**config.mk**
```make
export PLATFORM = sky130hd
export DESIGN_NAME = lcf_lock_response
export DESIGN_NICKNAME = d
export VERILOG_FILES = /design/src/lcf_pkg.sv /design/src/lcf_ms_timer.sv /design/src/lcf_lock_response.sv
export SDC_FILE = /design/constraint.sdc
export NUM_CORES = 1
export LEC_CHECK = 0
export ABC_AREA = 1
export BUFFER_PORTS_ARGS = -buffer_cell sky130_fd_sc_hd__buf_2
export CORE_MARGIN = 2
export CORE_UTILIZATION = 55
export CTS_BUF_LIST = sky130_fd_sc_hd__clkbuf_8
export CTS_CLUSTER_DIAMETER = 100
export DETAILED_ROUTE_END_ITERATION = 10
export HOLD_SLACK_MARGIN = 0.1
export MAX_ROUTING_LAYER = met4
export PLACE_DENSITY = 0.73
export RECOVER_POWER = 50
export SKIP_LAST_GASP = 1
export SLEW_MARGIN = 20
export SYNTH_ARGS = -nofsm -noshare
export SYNTH_HDL_FRONTEND = slang
export SYNTH_SLANG_ARGS = --single-unit
```
**constraint.sdc**
```tcl
create_clock -name pclk -period 5.3 [get_ports pclk]
set_input_delay 0.795 -clock pclk [delete_from_list [all_inputs] [get_ports pclk]]
set_output_delay 0.795 -clock pclk [all_outputs]
set_load 0.05 [all_outputs]
```
**src/lcf_pkg.sv**
```systemverilog
// Package for the current-limit lock fault response block.
// Holds register offsets, field positions, reset values, timing tables and carrier types.
// Assumes a 50 MHz pclk and a 32-bit APB register bus.
package lcf_pkg;

   // Clock rate and millisecond tick
   localparam int unsigned LCF_CLK_HZ = 50_000_000;
   localparam int unsigned LCF_MS_PER_S = 1000;
   localparam int unsigned LCF_CYC_PER_MS = LCF_CLK_HZ / LCF_MS_PER_S;

   // Register byte offsets
   localparam logic [7:0] LCF_OFS_CONFIG = 8'h00;
   localparam logic [7:0] LCF_OFS_STATUS = 8'h04;
   localparam logic [7:0] LCF_OFS_MASK = 8'h08;
   localparam logic [7:0] LCF_OFS_STATE = 8'h0C;
   localparam logic [7:0] LCF_OFS_CTRL = 8'h10;

   // Configuration field positions (low bit of each field)
   localparam int LCF_POS_CBC_MODE = 23;
   localparam int LCF_POS_LOCK_THR = 19;
   localparam int LCF_POS_LOCK_MODE = 15;
   localparam int LCF_POS_FILT = 11;
   localparam int LCF_POS_CBC_RETRY = 8;
   localparam int LCF_POS_RETRY_SEL = 0;

   // Reset values
   localparam logic [31:0] LCF_CONFIG_RST = 32'h0000_0000;
   localparam logic [1:0] LCF_MASK_RST = 2'h0;
   localparam logic [1:0] LCF_STATUS_RST = 2'h0;

   // Status bit positions
   localparam int LCF_ST_LOCK = 0;
   localparam int LCF_ST_CBC = 1;

   // Lock response code boundaries
   localparam logic [3:0] LCF_MODE_RETRY_LO = 4'h4;
   localparam logic [3:0] LCF_MODE_REPORT = 4'h8;
   localparam logic [3:0] LCF_MODE_OFF_LO = 4'h9;
   // Cycle limit response codes that use the PWM retry count
   localparam logic [3:0] LCF_CBC_RETRY_FLT = 4'h4;
   localparam logic [3:0] LCF_CBC_RETRY_QUIET = 4'h5;

   // Deglitch filter times in ms, codes 0h..Fh
   localparam logic [16:0] LCF_FILT_MS [16] = '{
      17'd1, 17'd2, 17'd5, 17'd10, 17'd25, 17'd50, 17'd75, 17'd100,
      17'd250, 17'd500, 17'd1000, 17'd2500, 17'd5000, 17'd10000, 17'd25000, 17'd50000};

   // Lock retry delays in ms, codes 0h..7h
   localparam logic [16:0] LCF_RETRY_MS [8] = '{
      17'd100, 17'd500, 17'd1000, 17'd2000, 17'd3000, 17'd5000, 17'd7500, 17'd10000};

   // Output stage actions, in code order of the low two response bits
   typedef enum logic [1:0] {
      LCF_ACT_TRISTATE,
      LCF_ACT_RECIRC,
      LCF_ACT_HS_BRAKE,
      LCF_ACT_LS_BRAKE
   } lcf_act_t;

   // Decoded configuration fields
   typedef struct packed {
      logic [3:0] cycle_limit_response;
      logic [3:0] lock_threshold;
      logic [3:0] lock_response;
      logic [3:0] overcurrent_lock_filter_time;
      logic [2:0] cycle_limit_retry_count;
      logic [2:0] lock_retry_select;
   } lcf_cfg_t;

   // Commands to the power stage
   typedef struct packed {
      logic override;
      logic tristate;
      logic recirc;
      logic [2:0] hs_on;
      logic [2:0] ls_on;
   } lcf_drive_t;

endpackage : lcf_pkg

```
**src/lcf_ms_timer.sv**
```systemverilog
// Millisecond interval timer used for the lock filter and the retry delay.
// Assumes run is held high for the whole interval; dropping it restarts the count.
`timescale 1ns/10ps
module lcf_ms_timer
   import lcf_pkg::*;
#(
   parameter int unsigned CYC_PER_MS = LCF_CYC_PER_MS
) (
   input wire logic pclk,
   input wire logic presetn,
   input wire logic run,
   input wire logic [16:0] target_ms,
   output logic done
);

   // Cycle prescaler within one millisecond
   logic [31:0] pre_r;
   // Whole milliseconds elapsed
   logic [16:0] ms_r;
   // One-cycle millisecond enable
   logic ms_tick;

   assign ms_tick = run && (pre_r == 32'(CYC_PER_MS - 1));
   // Level, held while the interval has fully elapsed
   assign done = run && (ms_r >= target_ms);

   // Prescaler restarts whenever run drops
   always_ff @(posedge pclk or negedge presetn) begin
      if (!presetn) begin
         pre_r <= 32'h0000_0000;
      end else if (!run || ms_tick) begin
         pre_r <= 32'h0000_0000;
      end else begin
         pre_r <= pre_r + 32'h0000_0001;
      end
   end

   // Millisecond count saturates at the target
   always_ff @(posedge pclk or negedge presetn) begin
      if (!presetn) begin
         ms_r <= 17'h0_0000;
      end else if (!run) begin
         ms_r <= 17'h0_0000;
      end else if (ms_tick && !done) begin
         ms_r <= ms_r + 17'h0_0001;
      end
   end

endmodule : lcf_ms_timer

```
**src/lcf_lock_response.sv**
```systemverilog
// Current-limit lock fault response with APB registers and interrupt.
// Assumes sense_level is synchronous to pclk and expressed in 0.1 V steps.
// Assumes pwm_cycle_start and cbc_trip are one-cycle pulses from the PWM logic.
//
// Overview of operation
// - Codes 0h-3h latch fault, set chosen state
// - Brake states switch all high or low
// - Codes 4h-7h hold state for retry delay, then resume
// - Code 8h only reports the lock
// - Codes 9h and above disable lock detection
// - Filter code selects 1 ms to 50 s
// - Retry count field 0-7 gives 1-8 PWM cycle starts of hold
// - Retry select gives 100 to 10000 ms
// - Threshold 0.1-1.5 V, code 0 reserved
// - Cycle limit 4h/5h recovers after retry count
`timescale 1ns/10ps
module lcf_lock_response
   import lcf_pkg::*;
#(
   parameter int unsigned CYC_PER_MS = LCF_CYC_PER_MS
) (
   input wire logic pclk,
   input wire logic presetn,
   input wire logic psel,
   input wire logic penable,
   input wire logic pwrite,
   input wire logic [7:0] paddr,
   input wire logic [31:0] pwdata,
   output logic [31:0] prdata,
   output logic pready,
   output logic pslverr,
   input wire logic [3:0] sense_level,
   input wire logic pwm_cycle_start,
   input wire logic cbc_trip,
   output logic [2:0] hs_on,
   output logic [2:0] ls_on,
   output logic drive_tristate,
   output logic drive_recirc,
   output logic drive_override,
   output logic cbc_recirc,
   output logic fault_indicator_n,
   output logic irq
);

   // Lock handling states
   typedef enum logic [1:0] {
      LCF_IDLE,
      LCF_LATCHED,
      LCF_RETRY
   } lcf_state_t;

   // Register storage
   logic [31:0] config_r;
   logic [1:0] status_r;
   logic [1:0] mask_r;
   logic [31:0] prdata_r;
   logic pslverr_r;
   // Lock state and action held for the fault
   lcf_state_t state_r;
   lcf_act_t act_r;
   // Previous filter completion, for edge detect
   logic filt_done_q_r;
   // Cycle limit hold and remaining PWM cycles
   logic cbc_hold_r;
   logic cbc_flt_r;
   logic [2:0] cbc_left_r;
   // Registered power stage command
   lcf_drive_t drive_r;

   // Decoded fields and helper terms
   lcf_cfg_t cfg;
   logic wr_en;
   logic rd_setup;
   logic over_thr;
   logic lock_enabled;
   logic filt_run;
   logic filt_done;
   logic lock_event;
   logic retry_done;
   logic clear_fault;
   logic cbc_event;
   logic [1:0] status_set;
   lcf_drive_t drive_nxt;

   // Field decode of the configuration word
   always_comb begin
      cfg.cycle_limit_response = config_r[LCF_POS_CBC_MODE +: 4];
      cfg.lock_threshold = config_r[LCF_POS_LOCK_THR +: 4];
      cfg.lock_response = config_r[LCF_POS_LOCK_MODE +: 4];
      cfg.overcurrent_lock_filter_time = config_r[LCF_POS_FILT +: 4];
      cfg.cycle_limit_retry_count = config_r[LCF_POS_CBC_RETRY +: 3];
      cfg.lock_retry_select = config_r[LCF_POS_RETRY_SEL +: 3];
   end

   // APB phases: write at the access edge, read data prepared in setup
   assign wr_en = psel && penable && pwrite;
   assign rd_setup = psel && !penable && !pwrite;
   // Zero wait states once the access phase is reached
   assign pready = psel && penable;
   assign prdata = prdata_r;
   assign pslverr = pslverr_r;

   // Read mux and unmapped address detection, evaluated in setup
   // Loading in setup keeps the read data steady through the access phase
   always_ff @(posedge pclk or negedge presetn) begin
      if (!presetn) begin
         prdata_r <= 32'h0000_0000;
         pslverr_r <= 1'b0;
      end else if (psel && !penable) begin
         pslverr_r <= 1'b0;
         if (paddr == LCF_OFS_CONFIG) begin
            prdata_r <= config_r;
         end else if (paddr == LCF_OFS_STATUS) begin
            prdata_r <= {30'h0000_0000, status_r};
         end else if (paddr == LCF_OFS_MASK) begin
            prdata_r <= {30'h0000_0000, mask_r};
         end else if (paddr == LCF_OFS_STATE) begin
            // Live block state for software
            prdata_r <= {24'h00_0000, cbc_left_r, cbc_hold_r, act_r, 2'(state_r)};
         end else if (paddr == LCF_OFS_CTRL) begin
            prdata_r <= 32'h0000_0000;
         end else begin
            // Unmapped: read zero and flag an error
            prdata_r <= 32'h0000_0000;
            pslverr_r <= 1'b1;
         end
         if (!rd_setup) begin
            prdata_r <= 32'h0000_0000;
         end
      end
   end

   // Configuration register, fully writable
   always_ff @(posedge pclk or negedge presetn) begin
      if (!presetn) begin
         config_r <= LCF_CONFIG_RST;
      end else if (wr_en && paddr == LCF_OFS_CONFIG) begin
         config_r <= pwdata;
      end
   end

   // Interrupt mask register
   always_ff @(posedge pclk or negedge presetn) begin
      if (!presetn) begin
         mask_r <= LCF_MASK_RST;
      end else if (wr_en && paddr == LCF_OFS_MASK) begin
         mask_r <= pwdata[1:0];
      end
   end

   // Writing one to control bit 0 releases a latched lock fault
   assign clear_fault = wr_en && (paddr == LCF_OFS_CTRL) && pwdata[0];

   // Sticky status, write one to clear; a new event beats the clear
   // Events are one-cycle pulses, so one lost to a clear would never return
   assign status_set = {cbc_event, lock_event};
   always_ff @(posedge pclk or negedge presetn) begin
      if (!presetn) begin
         status_r <= LCF_STATUS_RST;
      end else begin
         if (wr_en && paddr == LCF_OFS_STATUS) begin
            status_r <= (status_r & ~pwdata[1:0]) | status_set;
         end else begin
            status_r <= status_r | status_set;
         end
      end
   end

   // Level interrupt while any unmasked status bit stands
   always_ff @(posedge pclk or negedge presetn) begin
      if (!presetn) begin
         irq <= 1'b0;
      end else begin
         irq <= |(status_r & mask_r);
      end
   end

   // threshold compare, code 0 never trips
   assign over_thr = (cfg.lock_threshold != 4'h0) && (sense_level >= cfg.lock_threshold);

   // codes 9h and up disable detection
   assign lock_enabled = cfg.lock_response < LCF_MODE_OFF_LO;

   // filter runs only while continuously over
   assign filt_run = lock_enabled && over_thr && (state_r == LCF_IDLE);

   // The filter timer stops outside idle, which clears its count
   // deglitch time from the filter code
   lcf_ms_timer #(
      .CYC_PER_MS(CYC_PER_MS)
   ) u_filter (
      .pclk(pclk),
      .presetn(presetn),
      .run(filt_run),
      .target_ms(LCF_FILT_MS[cfg.overcurrent_lock_filter_time]),
      .done(filt_done)
   );

   // retry delay from the retry select code
   lcf_ms_timer #(
      .CYC_PER_MS(CYC_PER_MS)
   ) u_retry (
      .pclk(pclk),
      .presetn(presetn),
      .run(state_r == LCF_RETRY),
      .target_ms(LCF_RETRY_MS[cfg.lock_retry_select]),
      .done(retry_done)
   );

   // One lock event per qualified overcurrent episode
   always_ff @(posedge pclk or negedge presetn) begin
      if (!presetn) begin
         filt_done_q_r <= 1'b0;
      end else begin
         filt_done_q_r <= filt_done;
      end
   end
   assign lock_event = filt_done && !filt_done_q_r;

   // Lock state machine
   // The action is captured at the event; later config writes leave it alone
   // Latch and retry both stop the filter, so it starts afresh back in idle
   always_ff @(posedge pclk or negedge presetn) begin
      if (!presetn) begin
         state_r <= LCF_IDLE;
         act_r <= LCF_ACT_TRISTATE;
      end else begin
         case (state_r)
            LCF_IDLE: begin
               if (lock_event) begin
                  act_r <= lcf_act_t'(cfg.lock_response[1:0]);
                  if (cfg.lock_response < LCF_MODE_RETRY_LO) begin
                     state_r <= LCF_LATCHED;
                  end else if (cfg.lock_response < LCF_MODE_REPORT) begin
                     state_r <= LCF_RETRY;
                  end
                  // code 8h stays idle, status only
               end
            end
            LCF_LATCHED: begin
               // Held until software releases it
               if (clear_fault) begin
                  state_r <= LCF_IDLE;
               end
            end
            LCF_RETRY: begin
               if (retry_done) begin
                  state_r <= LCF_IDLE;
               end
            end
            default: begin
               state_r <= LCF_IDLE;
            end
         endcase
      end
   end

   // cycle limit retry applies to codes 4h and 5h
   assign cbc_event = cbc_trip && !cbc_hold_r &&
      ((cfg.cycle_limit_response == LCF_CBC_RETRY_FLT) ||
       (cfg.cycle_limit_response == LCF_CBC_RETRY_QUIET));

   // Trips during a hold are ignored so the count is never reloaded
   // count PWM cycles before the limiter retries
   always_ff @(posedge pclk or negedge presetn) begin
      if (!presetn) begin
         cbc_hold_r <= 1'b0;
         cbc_flt_r <= 1'b0;
         cbc_left_r <= 3'h0;
      end else if (cbc_event) begin
         cbc_hold_r <= 1'b1;
         cbc_flt_r <= cfg.cycle_limit_response == LCF_CBC_RETRY_FLT;
         cbc_left_r <= cfg.cycle_limit_retry_count;
      end else if (cbc_hold_r && pwm_cycle_start) begin
         // release when the count is used up
         if (cbc_left_r == 3'h0) begin
            cbc_hold_r <= 1'b0;
            cbc_flt_r <= 1'b0;
         end else begin
            cbc_left_r <= cbc_left_r - 3'h1;
         end
      end
   end
   assign cbc_recirc = cbc_hold_r;

   // Output stage command from the held action
   // Nothing is forced while idle; the PWM logic keeps control of the stage
   always_comb begin
      drive_nxt = '0;
      if (state_r != LCF_IDLE) begin
         drive_nxt.override = 1'b1;
         case (act_r)
            LCF_ACT_TRISTATE: begin
               drive_nxt.tristate = 1'b1;
            end
            LCF_ACT_RECIRC: begin
               drive_nxt.recirc = 1'b1;
            end
            LCF_ACT_HS_BRAKE: begin
               drive_nxt.hs_on = 3'h7;
            end
            LCF_ACT_LS_BRAKE: begin
               drive_nxt.ls_on = 3'h7;
            end
            default: begin
               drive_nxt.tristate = 1'b1;
            end
         endcase
      end
   end

   // Registered power stage command
   always_ff @(posedge pclk or negedge presetn) begin
      if (!presetn) begin
         drive_r <= '0;
      end else begin
         drive_r <= drive_nxt;
      end
   end
   assign drive_override = drive_r.override;
   assign drive_tristate = drive_r.tristate;
   assign drive_recirc = drive_r.recirc;
   assign hs_on = drive_r.hs_on;
   assign ls_on = drive_r.ls_on;

   // Registered so the pin never glitches on the state decode
   // fault pin active low while latched or cycle fault
   always_ff @(posedge pclk or negedge presetn) begin
      if (!presetn) begin
         fault_indicator_n <= 1'b1;
      end else begin
         fault_indicator_n <= !((state_r == LCF_LATCHED) || cbc_flt_r);
      end
   end

endmodule : lcf_lock_response

```
# After elaboration in Yosys (flattened, before gate mapping)
# Memory sizes are Yosys's and may differ from the RTL's.
# Index checks and enable logic that the tools add are counted.
[op_classes]
n_addsub = 5
n_lt_le_gt_ge = 8
eq_ne = 20
n_mux = 39
n_bitwise = 7
n_reduce_logical = 48
[op_table]
columns = ["cell", "n"]
rows = [
  ["17-bit two-way mux", 8],
  ["32-bit two-way mux", 4],
  ["32-bit by 1-bit adder with 32-bit output (second input constant)", 2],
  ["32-bit by 16-bit equality test with 1-bit output (second input constant)", 2],
  ["17-bit by 1-bit adder with 17-bit output (second input constant)", 2],
  ["17-bit greater-or-equal comparator", 2],
  ["8-bit two-way mux", 3],
  ["1-bit logical AND", 22],
  ["8-bit by 4-bit equality test with 1-bit output (second input constant)", 2],
  ["3-bit two-way mux", 5],
  ["2-bit two-way mux", 6],
  ["2-bit inequality test (second input constant)", 6],
  ["1-bit two-way mux", 11],
  ["1-bit logical NOT", 9],
  ["9-bit two-way mux", 1],
  ["4-bit by 3-bit equality test with 1-bit output (second input constant)", 2],
  ["8-bit by 3-bit equality test with 1-bit output (second input constant)", 1],
  ["8-bit by 5-bit equality test with 1-bit output (second input constant)", 1],
  ["8-bit logical NOT", 1],
  ["4-bit less-than comparator (second input constant)", 2],
  ["2-bit equality test (second input constant)", 3],
  ["2-bit one-hot mux with 3 select lines", 1],
  ["2-bit AND reduction", 3],
  ["2-bit nonzero test", 3],
  ["18 further kinds", 25],
]
[word_totals]
register_bits = 188
rom_bits = 408
in_bits = 51
out_inout_bits = 46
memories = 2
[mem_list]
columns = ["name", "depth", "word_bits", "rd", "rd_clocked_by_memory_dff", "wr", "line_no", "source"]
rows = [
  ["(no name shown)", 16, 17, 1, 0, 0, "lcf_lock_response.sv:195", ".target_ms(LCF_FILT_MS[cfg.overcurrent_lock_filter_time]),"],
  ["(no name shown)", 8, 17, 1, 0, 0, "lcf_lock_response.sv:206", ".target_ms(LCF_RETRY_MS[cfg.lock_retry_select]),"],
]

# Logic depth before layout (Yosys ltp)
# Gate-level depths: netlist of the first run.
[depth]
depth_word = 10
depth_mapped = 19

# Modules after synthesis
# From an unflattened synthesis of the first run, not the netlist that was laid out.
[hier_totals]
hier_cells = 1474
area_unflattened_um2 = 11111.9
[by_module_without_submodules]
columns = ["module", "n_inst", "cells_per_inst", "area_per_inst_um2", "seq_area_each_um2"]
rows = [
  ["lcf_ms_timer", 2, 477, 3429.5, 1226.2],
  ["lcf_lock_response", 1, 520, 4252.8, 2153.3],
]

# Worst setup path after synthesis of the first run
# Ideal clock, no wire load.
[synth_timing]
kind = "register -> register"
startpoint = "reg config_r[11]"
endpoint = "reg u_filter.ms_r[8]"
t_arrival_ns = 2.301
slack_ns = 2.882
stages_incl_launch_ff = 19
path_buffers = 1
period_less_slack_ns = 2.418
cell_sequence = "dfrtp_1 inv_1 ha_1 or2_2 a31oi_1 ha_1 nand2_1 nand2_1 nand2_1 nand2_1 nand2_1 nand2_1 nand2_1 nand3_1 nand2_4 nand2_4 buf_6 nand2_1 nand2_1"
[synth_via]
elab_chain_cells = 9
[synth_rtl]
columns = ["item", "line_no", "source"]
rows = [
  ["start, declared", "lcf_lock_response.sv:53", "logic [31:0] config_r;"],
  ["start signal, assigned", "lcf_lock_response.sv:138", "config_r <= pwdata;"],
  ["4-bit inverter with 5-bit output (implied by the code)", "lcf_lock_response.sv:195", ""],
  ["memory read 16 x 17 bit", "--", ""],
  ["17-bit two-way mux (implied by the code) (2 in a row)", "lcf_lock_response.sv:195", ""],
  ["17-bit greater-or-equal comparator", "lcf_ms_timer.sv:25", "assign done = run && (ms_r >= target_ms);"],
  ["1-bit logical AND", "lcf_ms_timer.sv:25", ""],
  ["1-bit logical NOT", "lcf_ms_timer.sv:44", "end else if (ms_tick && !done) begin"],
  ["1-bit logical AND", "lcf_ms_timer.sv:44", ""],
  ["2-bit inequality test (no line)", "--", ""],
  ["end signal, assigned", "lcf_ms_timer.sv:45", "ms_r <= ms_r + 17'h0_0001;"],
  ["end, declared", "lcf_ms_timer.sv:19", "logic [16:0] ms_r;"],
]
# No other way between the ends. The select of a mux whose other input is x is not followed.
# A chain may end at the register's enable or synchronous reset.

# Worst setup path in the final report of the first run
[layout_timing]
startpoint = "in paddr[1]"
endpoint = "reg config_r[10]"
[layout_via]
elab_chain_cells = 2
[layout_rtl]
columns = ["item", "line_no", "source"]
rows = [
  ["start, declared", "lcf_lock_response.sv:27", "input wire logic [7:0] paddr,"],
  ["8-bit logical NOT", "lcf_lock_response.sv:137", "end else if (wr_en && paddr == LCF_OFS_CONFIG) begin"],
  ["1-bit logical AND", "lcf_lock_response.sv:137", ""],
]
# No other way between the ends.

==> results of run 1 <==
==> sequential cells by signal (all words and copies together) (netlist names) <==
register,flops
hs_on,1
mask_r,2
config_r,32
u_filter.ms_r,17
fault_indicator_n,1
state_r,2
ls_on,1
act_r,2
drive_tristate,1
u_retry.ms_r,17
cbc_recirc,1
filt_done_q_r,1
prdata,32
cbc_flt_r,1
u_filter.pre_r,32
drive_override,1
cbc_left_r,3
pslverr,1
irq,1
status_r,2
u_retry.pre_r,32
drive_recirc,1
==> cells by family after synthesis <==
kind of cell    count (synthesis)  share of synthesized area
simple gates                  765                      0.312
compound gates                123                     0.0733
buf+inv                       220                     0.0831
xor+xnor                       46                     0.0370
flops                         184                      0.423
mux                            15                     0.0155
fa+ha+maj                      48                     0.0552
==> per-layer routing <==
| metal | vias up | part of all wire | wire length, um | global-route usage |
|---|---|---|---|---|
| met5 | - | 0 | 0 | - |
| met4 | 0 | 0.020 | 512 | 0.0685 |
| met3 | 37 | 0.040 | 1040 | 0.0464 |
| met2 | 209 | 0.47 | 12100 | 0.408 |
| met1 | 4465 | 0.47 | 12200 | 0.355 |
| li1 | 4722 | - | - | - |
==> power by group <==
| part | internal [uW] | leakage, uW | switching, uW | total, uW |
|---|---|---|---|---|
| clock | 380 | 0.000218 | 629 | 1010 |
| combinational | 53.9 | 0.00308 | 114 | 168 |
| sequential | 1430 | 0.00246 | 13.6 | 1440 |
==> layout make-up <==
cell class / count / area (um^2) / area share
Multi-Input combinational cell: 997 / 5360 / 0.449
Inverter: 181 / 684 / 0.0574
Clock buffer: 17 / 234 / 0.0196
Tap cell: 265 / 332 / 0.0278
Sequential cell: 184 / 4610 / 0.386
Timing Repair Buffer: 98 / 502 / 0.0421
Clock inverter: 15 / 211 / 0.0177
==> worst max path at each step <==
stage                        end  slack (ps)
3_3_place_gp         config_r[5]        2090
4_1_cts        u_filter.ms_r[15]        2370
6_report            config_r[10]        1900
3_5_place_dp        config_r[10]        1990
5_1_grt             config_r[28]        1580
2_1_floorplan   u_filter.ms_r[8]        2880
==> per-stage QoR <==
stage | setup WS (ps) | utilization | hold WS [ps] | cell area (um^2)
after floorplan | 2880 | - | 367 | 10900
after global placement | 2090 | 0.591 | 385 | 11500
after detailed placement | 1990 | 0.591 | 391 | 11500
after CTS | 2370 | 0.614 | 369 | 12000
after global routing | 1580 | 0.613 | 374 | 11900
final | 1900 | 0.613 | 332 | 11900
==> cell usage in the layout, fill, tap and decap left out, types with 4 or more instances in the layout <==
master | synthesis | final
inv_1 | 176 | 178
nand2_1 | 314 | 313
o21ai_0 | 30 | 30
a21oi_1 | 45 | 45
xor2_1 | 36 | 36
xnor2_1 | 10 | 10
buf_2 | 7 | 95
clkbuf_8 | 0 | 18
inv_12 | 0 | 4
nor4_1 | 10 | 10
nor3_1 | 55 | 55
a32o_1 | 24 | 24
nor2_2 | 6 | 5
nand3_1 | 101 | 101
a22o_1 | 6 | 6
mux2_1 | 15 | 15
nand4_1 | 42 | 42
nor2_1 | 203 | 206
nand3b_1 | 6 | 6
nand2_2 | 3 | 4
dfrtp_1 | 183 | 183
clkinv_8 | 0 | 6
nor3_2 | 5 | 5
ha_1 | 48 | 48
==> synth_stat cells, drive strengths merged <==
cell type	number	area, um^2
a21o	2	15.0
a21oi	45	225
a22o	6	52.6
a31oi	3	18.8
a32o	24	240
and3	3	18.8
buf	20	148
clkbuf	19	71.3
clkinv	1	8.76
dfrtp	183	4580
dfstp	1	26.3
ha	48	601
inv	180	676
mux2	15	169
nand2	320	1230
nand3	103	533
nand3b	6	45.0
nand4	42	263
nor2	213	845
nor3	61	342
nor3b	4	40.0
nor4	10	62.6
o211ai	2	15.0
o21ai	34	178
o21bai	3	22.5
o221ai	2	17.5
o22ai	2	12.5
or2	3	18.8
xnor2	10	87.6
xor2	36	315
==> metrics.yaml, run 1 <==
drive_gt1_frac: 0.109
slew_viol_final: 127
worst-path-stages: 8
syn_nets: 1500
critPathTopFamily: "simple AND/OR/NAND/NOR gates"
grt_pass1_vias: 8845
finalHoldViolations: 0
failed_checks: "max-capacitance violations, max-slew violations"
cts_setup_buffers: 0
drt_iter0_markers: 669
grt_overflow: 0
clk_pin_slew_worst_paths_ps: 120
vias: 9433
relSlewSlack: -0.584
crit_chain: "buf_2 > nor2_1 > nand2_1 > nor2_1 > nand2_1 > inv_1 > nand2_2 > mux2_1"
initial_core_util: 0.559
crit_path_start_kind: "input port"
rows: 51
nets: 1578
cts_resized: 0
drc: 0
fin_setup_tns_ps: 0
clk_latency_ps: 490
cts_hold_buf: 0
total_power_uw: 2620
ys_seq_area_frac: 0.423
skew_ps: 17.0
die_w_um: 145
cts_tree: "done"
vias_per_cell: 5.37
drtPass1Iterations: 5
port_buffers: 96
netlist_area_mm2: 0.0109
avgSynthCellArea_um2: 7.76
routed_wl_um: 25900
grt_start_max_net_pins: 99
peakVddDrop_v: 0.000155
p_leak_uw: 0.00576
die_y_um: 145
antenna_found_initial: 0
crit_start: "paddr[1]"
pin_count: 97
area_delta_synth_final_pct: 9.67
rr_startpoint: "state_r[1]"
rsz0062_at_grt: "false"
ant_nets: 0
root_buffer: "clkbuf_8"
fmax_mhz: 294
r2r_cells: 6
end_kind: "flip-flop"
drt-wirelength-per-cell_um: 14.7
cp_max_fo: 49
p_per_area_mw_per_mm2: 219
clock_sinks: 184
ys_types: 46
antenna_cells: 0
synth-warning-count: 0
status: "complete, but fails checks"
worstReg2RegEnd: "u_retry.pre_r[3]"
final_cells: 1757
hpwl_um: 19100
timing.final.crit_share: 0.642
cts_buffers: 17
cp.arrival_ps: 3780
dp_cells: 1725
worstPathRequired_ps: 5680
grt_use_total: 0.261
critPathKind: "input port to flip-flop"
finalSetupViolCount: 0
grt_pass1_wl_um: 42400
synth_seq_cells: 184
min_period_ps: 3400
worstHoldPathType: "input port to asynchronous set/reset pin"
gp_congestion: 0.942
critical_path_buf_inv_count: 2
htree_levels: 4
synth_cells: 1401
fillers: 1808
max_cap_viol_count: 2
cts_buffer_depth: 2
cpMaxStageDelayCell: "nand2_2"
tightest_slew_ps: 2380
dieArea_mm2: 0.0209
coreArea_mm2: 0.0195
rrSetupSlack_ps: 2210
critPathMaxStageDelay_ps: 900
(Power assumes the default switching activity.)
==> inputs of run 2 (changes only) <==
Settings changed: ABC_AREA 1 to 0, PLACE_DENSITY 0.73 to 0.76.
Clock period 5.3 ns to 3.1 ns, I/O delays scaled along.
==> metrics.yaml, run 2 <==
fillers: 1435  # was 1808
drtPass1Iterations: 6  # was 5
port_buffers: 96  # unchanged
drive_gt1_frac: 0.170  # was 0.109
netlist_area_mm2: 0.00950  # was 0.0109 mm^2
total_power_uw: 4340  # was 2620 uW
crit_path_start_kind: "flip-flop"  # was input port
p_per_area_mw_per_mm2: 407  # was 219 mW/mm^2
worstHoldPathType: "input port to flip-flop"  # was input port to asynchronous set/reset pin
yosysMostFrequentCell: "dfrtp_1"  # was nand2_1
critPathKind: "flip-flop to flip-flop"  # was input port to flip-flop
finalHoldViolations: 0  # unchanged
vias: 7235  # was 9433
synth.area.top_cells: "dfrtp_1 48%, ha_1 6.3%, mux2_2 4.5%, nor2_1 4.3%, xor2_1 3.4%"  # was dfrtp_1 42%, nand2_1 11%, nor2_1 7.0%, inv_1 6.1%, ha_1 5.5%
switching_share: 0.230  # was 0.289
timing.final.crit_share: 0.958
seqCellArea_mm2: 0.00461  # about the same
timing.final.ws_setup_ps: 131  # was 1900 ps
end_kind: "flip-flop"  # unchanged
worstReg2RegEnd: "u_filter.ms_r[6]"  # was u_retry.pre_r[3]
ys_seq_area_frac: 0.485  # was 0.423
max_cap_viol_count: 1  # was 2
gp_congestion: 0.867  # was 0.942
crit_top_cell: "a21oi_1"
drc: 0  # unchanged
final_area_mm2: 0.0107  # was 0.0119 mm^2
grtUsageMet1: 0.321  # was 0.355
failed_checks: "max-capacitance violations, max-slew violations"  # unchanged
synth-edff-count: 0  # unchanged
holdCritStartpoint: "pwdata[4]"
fin_setup_tns_ps: 0  # unchanged
final_cell_mix: "181 x dfrtp_1, 109 x nor2_1, 65 x buf_2"  # was 313 x nand2_1, 206 x nor2_1, 183 x dfrtp_1
status: "complete, but fails checks"  # unchanged
ant_nets: 0  # unchanged
p_seq_frac: 0.564  # was 0.550
antenna_cells: 0  # unchanged
routed_wl_um: 20400  # was 25900 um
cts_tree: "done"  # unchanged
drt-wirelength-per-cell_um: 16.1  # was 14.7 um
yosysTopAreaCellShare: 0.482  # was 0.421
ys.flop_type: "dfrtp_1"  # unchanged
post_dp_cell_area_mm2: 0.0103  # was 0.0115 mm^2
intPower_uw: 3340  # was 1860 uW
yosys-top-cells-count: "183 x dfrtp_1, 108 x nor2_1, 58 x nand2_1"  # was 314 x nand2_1, 203 x nor2_1, 183 x dfrtp_1
grt_pass1_vias: 7061  # was 8845
grt.busiest_layer: "met2"  # unchanged
ys_types: 64  # was 46
clock_sinks: 184  # unchanged
grtUsageMet2: 0.379  # was 0.408
die_y_um: 135  # was 145 um
grtUsageMet3: 0.0483  # was 0.0464
switching_power_uw: 1000  # was 756 uW
cp_max_fo: 9  # was 49
hpwl_um: 14400  # was 19100 um
worstPathRequired_ps: 3490  # was 5680 ps
synth-async-reset-ratio: 1.00  # unchanged
drt_iter0_markers: 480  # was 669
clk_pin_slew_worst_paths_ps: 90  # was 120 ps
whs_endpoint: "config_r[4]"
area_delta_synth_final_pct: 12.3  # was 9.67%
vias_per_cell: 5.68  # was 5.37
avgSynthCellArea_um2: 10.2  # was 7.76 um^2
antenna_found_initial: 0  # unchanged
tightest_slew_ps: 1980  # was 2380 ps
htree_levels: 4  # unchanged
min_period_ps: 2970
clkPwrFrac: 0.388  # was 0.386
crit_chain: "inv_1 > ha_1 > a21oi_1 > nor2_1 > a21oi_1 > ha_1 > nand4_1 > a21oi_1 > o311ai_1 > buf_4 > nand3_2 > or4_1 > a21oi_1"  # was buf_2 > nor2_1 > nand2_1 > nor2_1 > nand2_1 > inv_1 > nand2_2 > mux2_1
coreArea_mm2: 0.0171  # was 0.0195 mm^2
mostFrequentLayoutCell: "dfrtp_1"  # was nand2_1
clk_latency_ps: 460  # was 490 ps
fmax_mhz: 337
grt_start_max_net_pins: 78  # was 99
synth_seq_cells: 184  # unchanged
relSlewSlack: -0.323  # was -0.584
rrSetupSlack_ps: 130  # was 2210 ps
cts_buffers: 17  # unchanged
cpMaxStageDelayCell: "or4_1"  # was nand2_2
rows: 48  # was 51
synth-warning-count: 0  # unchanged
syn_nets: 1033  # was 1500
critPathMaxStageDelay_ps: 520  # was 900 ps
pin_count: 97  # unchanged
skew_ps: 10.7  # was 17.0 ps
grt_use_total: 0.240  # was 0.261
grt_overflow: 0  # unchanged
cp.arrival_ps: 3360  # was 3780 ps
yosys.area.top_type: "dfrtp_1"  # unchanged
rr_startpoint: "config_r[12]"  # was state_r[1]
place_ws_ps: 2.90  # was 1990 ps
initial_core_util: 0.555  # was 0.559
r2r_cells: 13  # was 6
multi_input_area_mm2: 0.00459  # was 0.00536 mm^2
nets: 1134  # was 1578
p_leak_uw: 0.00494  # was 0.00576 uW
grt_pass1_wl_um: 34300  # was 42400 um
cts_buffer_depth: 2  # unchanged
dieArea_mm2: 0.0183  # was 0.0209 mm^2
slew_viol_final: 77  # was 127
hold_path_depth: 2
p_comb_frac: 0.048  # was 0.064
die_w_um: 135  # was 145 um
peakVddDrop_v: 0.000253  # was 0.000155 V
finalSetupViolCount: 0  # unchanged
root_buffer: "clkbuf_8"  # unchanged
synth_cells: 934  # was 1401
run 2: cell count changes after synthesis, moves of 15 or more:
cell / delta
a22o_1: +19
a32o_1: -24
and3_1: +21
inv_1: -145
mux2_1: -15
mux2_2: +38
nand2_1: -256
nand3_1: -54
nor2_1: -95
nor3_1: -47
or3_1: +20
xnor2_1: +15
run 2: timing repair:
| action | in CTS | in global routing |
|---|---|---|
| hold endpoints to repair | 74 | 0 |
| endpoints found under the setup margin | 2 | 22 |
| pin swaps | 1 | 1 |
| resized for setup | 0 | 8 |
| buffers inserted | 3 | 1 |
| hold buffers | 1 | 0 |
run 2: power groups by stage:
stage / sequential [uW] / clock (uW) / combinational, uW
after global placement: 2500 / 0 / 208
after CTS: 2450 / 1720 / 215
after detailed placement: 2500 / 0 / 212
after floorplan: 2510 / 0 / 74.3
final: 2450 / 1680 / 209
after global routing: 2460 / 1830 / 236
run 2: cells by family after synthesis:
| kind of cell | count (synthesis) | synth area share |
|---|---|---|
| buf+inv | 72 | 0.0341 |
| flops | 184 | 0.485 |
| compound gates | 153 | 0.105 |
| xor+xnor | 62 | 0.0571 |
| mux | 46 | 0.0535 |
| simple gates | 369 | 0.202 |
| fa+ha+maj | 48 | 0.0632 |
run 2: stage by stage:
stage / hold WS [ps] / cells / utilization
3_3_place_gp: 391 / 1236 / 0.599
3_5_place_dp: 392 / 1236 / 0.599
2_1_floorplan: 169 / 934 / -
5_1_grt: 199 / 1273 / 0.623
4_1_cts: 205 / 1272 / 0.625
6_report: 232 / 1273 / 0.623
run 2: final cells by class:
class                      instances  share of cell area
multi-input combinational        678               0.430
inverter                          31              0.0109
sequential                       184               0.432
clock buffer                      20              0.0258
tap                              225              0.0264
clock inverter                    12              0.0129
timing repair buffer             123              0.0617
run 2: worst max path at each step:
stage | cells past startpoint | slack [ps] | to | from
floorplan | 13 | 90 | u_filter.ms_r[12] | config_r[12]
global placement | 14 | 120 | u_filter.ms_r[15] | config_r[11]
detailed placement | 14 | 3 | u_filter.ms_r[15] | config_r[11]
CTS | 11 | 60 | act_r[1] | config_r[12]
global route | 12 | -30 | u_retry.ms_r[9] | config_r[0]
finish | 13 | 130 | u_filter.ms_r[6] | config_r[12]
run 2: critical path, delay by kind of cell (launching register included):
family | cells | cell delay [ps]
buffers and inverters | 2 | 280
AO/OA/AOI/OAI | 5 | 770
AND/OR/NAND/NOR | 4 | 830
flip-flops | 1 | 460
adder cells (fa/ha/maj) | 2 | 560
run 2: routing by layer:
layer / up-vias / share of wire
met3: 18 / 0.027
met5: - / 0
met2: 113 / 0.49
met4: 0 / 0.014
li1: 3541 / -
met1: 3563 / 0.47
==> inputs of run 3 (changes only) <==
Settings changed: PLACE_DENSITY 0.76 to 0.74.
==> metrics.yaml, run 3 (same netlist as run 2, synthesis figures left out) <==
die_w_um: 135  # unchanged
r2r_cells: 11  # was 13
cts_buffers: 17  # unchanged
status: "complete, but fails checks"  # unchanged
min_period_ps: 2910  # was 2970 ps
worstPathRequired_ps: 3460  # was 3490 ps
p_per_area_mw_per_mm2: 400  # was 407 mW/mm^2
initial_core_util: 0.555  # unchanged
grt_pass1_wl_um: 34000  # was 34300 um
failed_checks: "max-capacitance violations, max-slew violations"  # unchanged
routed_wl_um: 20100  # was 20400 um
holdWs_ps: 233  # was 232 ps
multi_input_area_mm2: 0.00460  # was 0.00459 mm^2
antenna_found_initial: 0  # unchanged
drive_gt1_frac: 0.196  # was 0.170
critPathKind: "flip-flop to flip-flop"  # unchanged
intPower_uw: 3280  # was 3340 uW
nets: 1135  # was 1134
final_cell_mix: "178 x dfrtp_1, 109 x nor2_1, 91 x buf_2"  # was 181 x dfrtp_1, 109 x nor2_1, 65 x buf_2
tightest_slew_ps: 2100  # was 1980 ps
cp_max_fo: 23  # was 9
pin_count: 97  # unchanged
area_delta_synth_final_pct: 12.5  # was 12.3%
vias: 7273  # was 7235
fillers: 1432  # was 1435
max_cap_viol_count: 1  # unchanged
htree_levels: 4  # unchanged
hpwl_um: 14400  # about the same
peakVddDrop_v: 0.000284  # was 0.000253 V
clock_sinks: 184  # unchanged
timing.final.crit_share: 0.940  # was 0.958
grt_overflow: 0  # unchanged
seqCellArea_mm2: 0.00461  # about the same
rsz0062_at_grt: "true"
switching_share: 0.232  # was 0.230
crit_path_start_kind: "flip-flop"  # unchanged
clk_pin_slew_worst_paths_ps: 90  # about the same
port_buffers: 96  # unchanged
mostFrequentLayoutCell: "dfrtp_1"  # unchanged
grt_start_max_net_pins: 84  # was 78
p_seq_frac: 0.573  # was 0.564
die_y_um: 135  # unchanged
p_comb_frac: 0.049  # was 0.048
finalSetupViolCount: 0  # unchanged
p_leak_uw: 0.00503  # was 0.00494 uW
fmax_mhz: 343  # was 337 MHz
gp_congestion: 0.848  # was 0.867
cp.arrival_ps: 3270  # was 3360 ps
clkPwrFrac: 0.377  # was 0.388
coreArea_mm2: 0.0171  # unchanged
relSlewSlack: -0.398  # was -0.323
dieArea_mm2: 0.0183  # unchanged
skew_ps: 16.7  # was 10.7 ps
root_buffer: "clkbuf_8"  # unchanged
drtPass1Iterations: 5  # was 6
rows: 48  # unchanged
vias_per_cell: 5.71  # was 5.68
grt_pass1_vias: 7088  # was 7061
cts_buffer_depth: 2  # unchanged
worstHoldPathType: "input port to flip-flop"  # unchanged
finalHoldViolations: 0  # unchanged
cts_tree: "done"  # unchanged
slew_viol_final: 83  # was 77
drt_iter0_markers: 375  # was 480
antenna_cells: 0  # unchanged
clk_latency_ps: 460  # about the same
drc: 0  # unchanged
hold_path_depth: 2  # unchanged
fin_util: 0.625  # was 0.623
switching_power_uw: 990  # was 1000 uW
ant_nets: 0  # unchanged
drt-wirelength-per-cell_um: 15.8  # was 16.1 um
grt_use_total: 0.238  # was 0.240
end_kind: "flip-flop"  # unchanged
run 3: cell count changes in the layout (fill, tap and decap cells not counted), moves of 2 or more:
cell	before	now
clkbuf_1	30	6
dfrtp_2	2	5
clkinv_2	1	3
buf_4	24	22
dfrtp_1	181	178
buf_2	65	91
run 3: metrics by stage:
step / worst slack (ps) / power, uW / std cells / setup TNS [ps] / cell area [um^2]
finish: 186 / 4270 / 1274 / 0 / 10700
global route: 2.99 / 4450 / 1274 / 0 / 10700
CTS: 79.4 / 4310 / 1272 / 0 / 10700
floorplan: 88.1 / 2590 / 934 / 0 / 9500
detailed placement: -68.8 / 2710 / 1237 / -227 / 10300
global placement: 68.1 / 2710 / 1237 / 0 / 10300
run 3: worst paths after layout:
kind / end / slack (ps) / start
max: u_retry.ms_r[3] / 190 / config_r[0]
min: config_r[14] / 230 / pwdata[14]
max reg2reg: u_retry.ms_r[3] / 190 / config_r[0]
min reg2reg: fault_indicator_n / 430 / cbc_flt_r
max in group asynchronous: drive_override / 510 / presetn
min in group asynchronous: u_retry.pre_r[2] / 1140 / presetn
run 3: layer usage:
metal | vias to the layer above | track usage | share of wire
met3 | 31 | 0.0400 | 0.038
met1 | 3560 | 0.324 | 0.47
met4 | 0 | 0.0741 | 0.016
li1 | 3547 | - | -
met5 | - | - | 0
met2 | 135 | 0.370 | 0.47
run 3: layout make-up:
cell class,count,area share
sequential,184,0.431
clock buffer,21,0.0270
clock inverter,11,0.00995
inverter,31,0.0109
multi-input combinational,678,0.430
tap,225,0.0263
timing repair buffer,124,0.0646
run 3: what timing repair did:
action / CTS / global route
endpoints found under the hold margin: 78 / 0
setup endpoints to repair: 6 / 23
hold buffers: 1 / 0
pin swaps: 1 / 1
setup buffers: 2 / 2
gates resized for setup: 0 / 10
gates cloned: 0 / 0
run 3: power by group through the flow:
stage	Clock (uW)	Sequential, uW	Combinational [uW]
floorplan	0	2510	74.3
global placement	0	2500	210
detailed placement	0	2500	215
CTS	1650	2450	216
global route	1760	2460	238
finish	1610	2450	211
run 3: critical path: stages (launching register included):
cell and delay [ps]:
dfrtp_1 420, inv_1 130, ha_1 330, mux2_2 280, ha_1 310, a21oi_1 130, a21oi_1 90, o31ai_2 260
nand3_1 100, buf_4 220, or3_1 360, a21oi_1 180
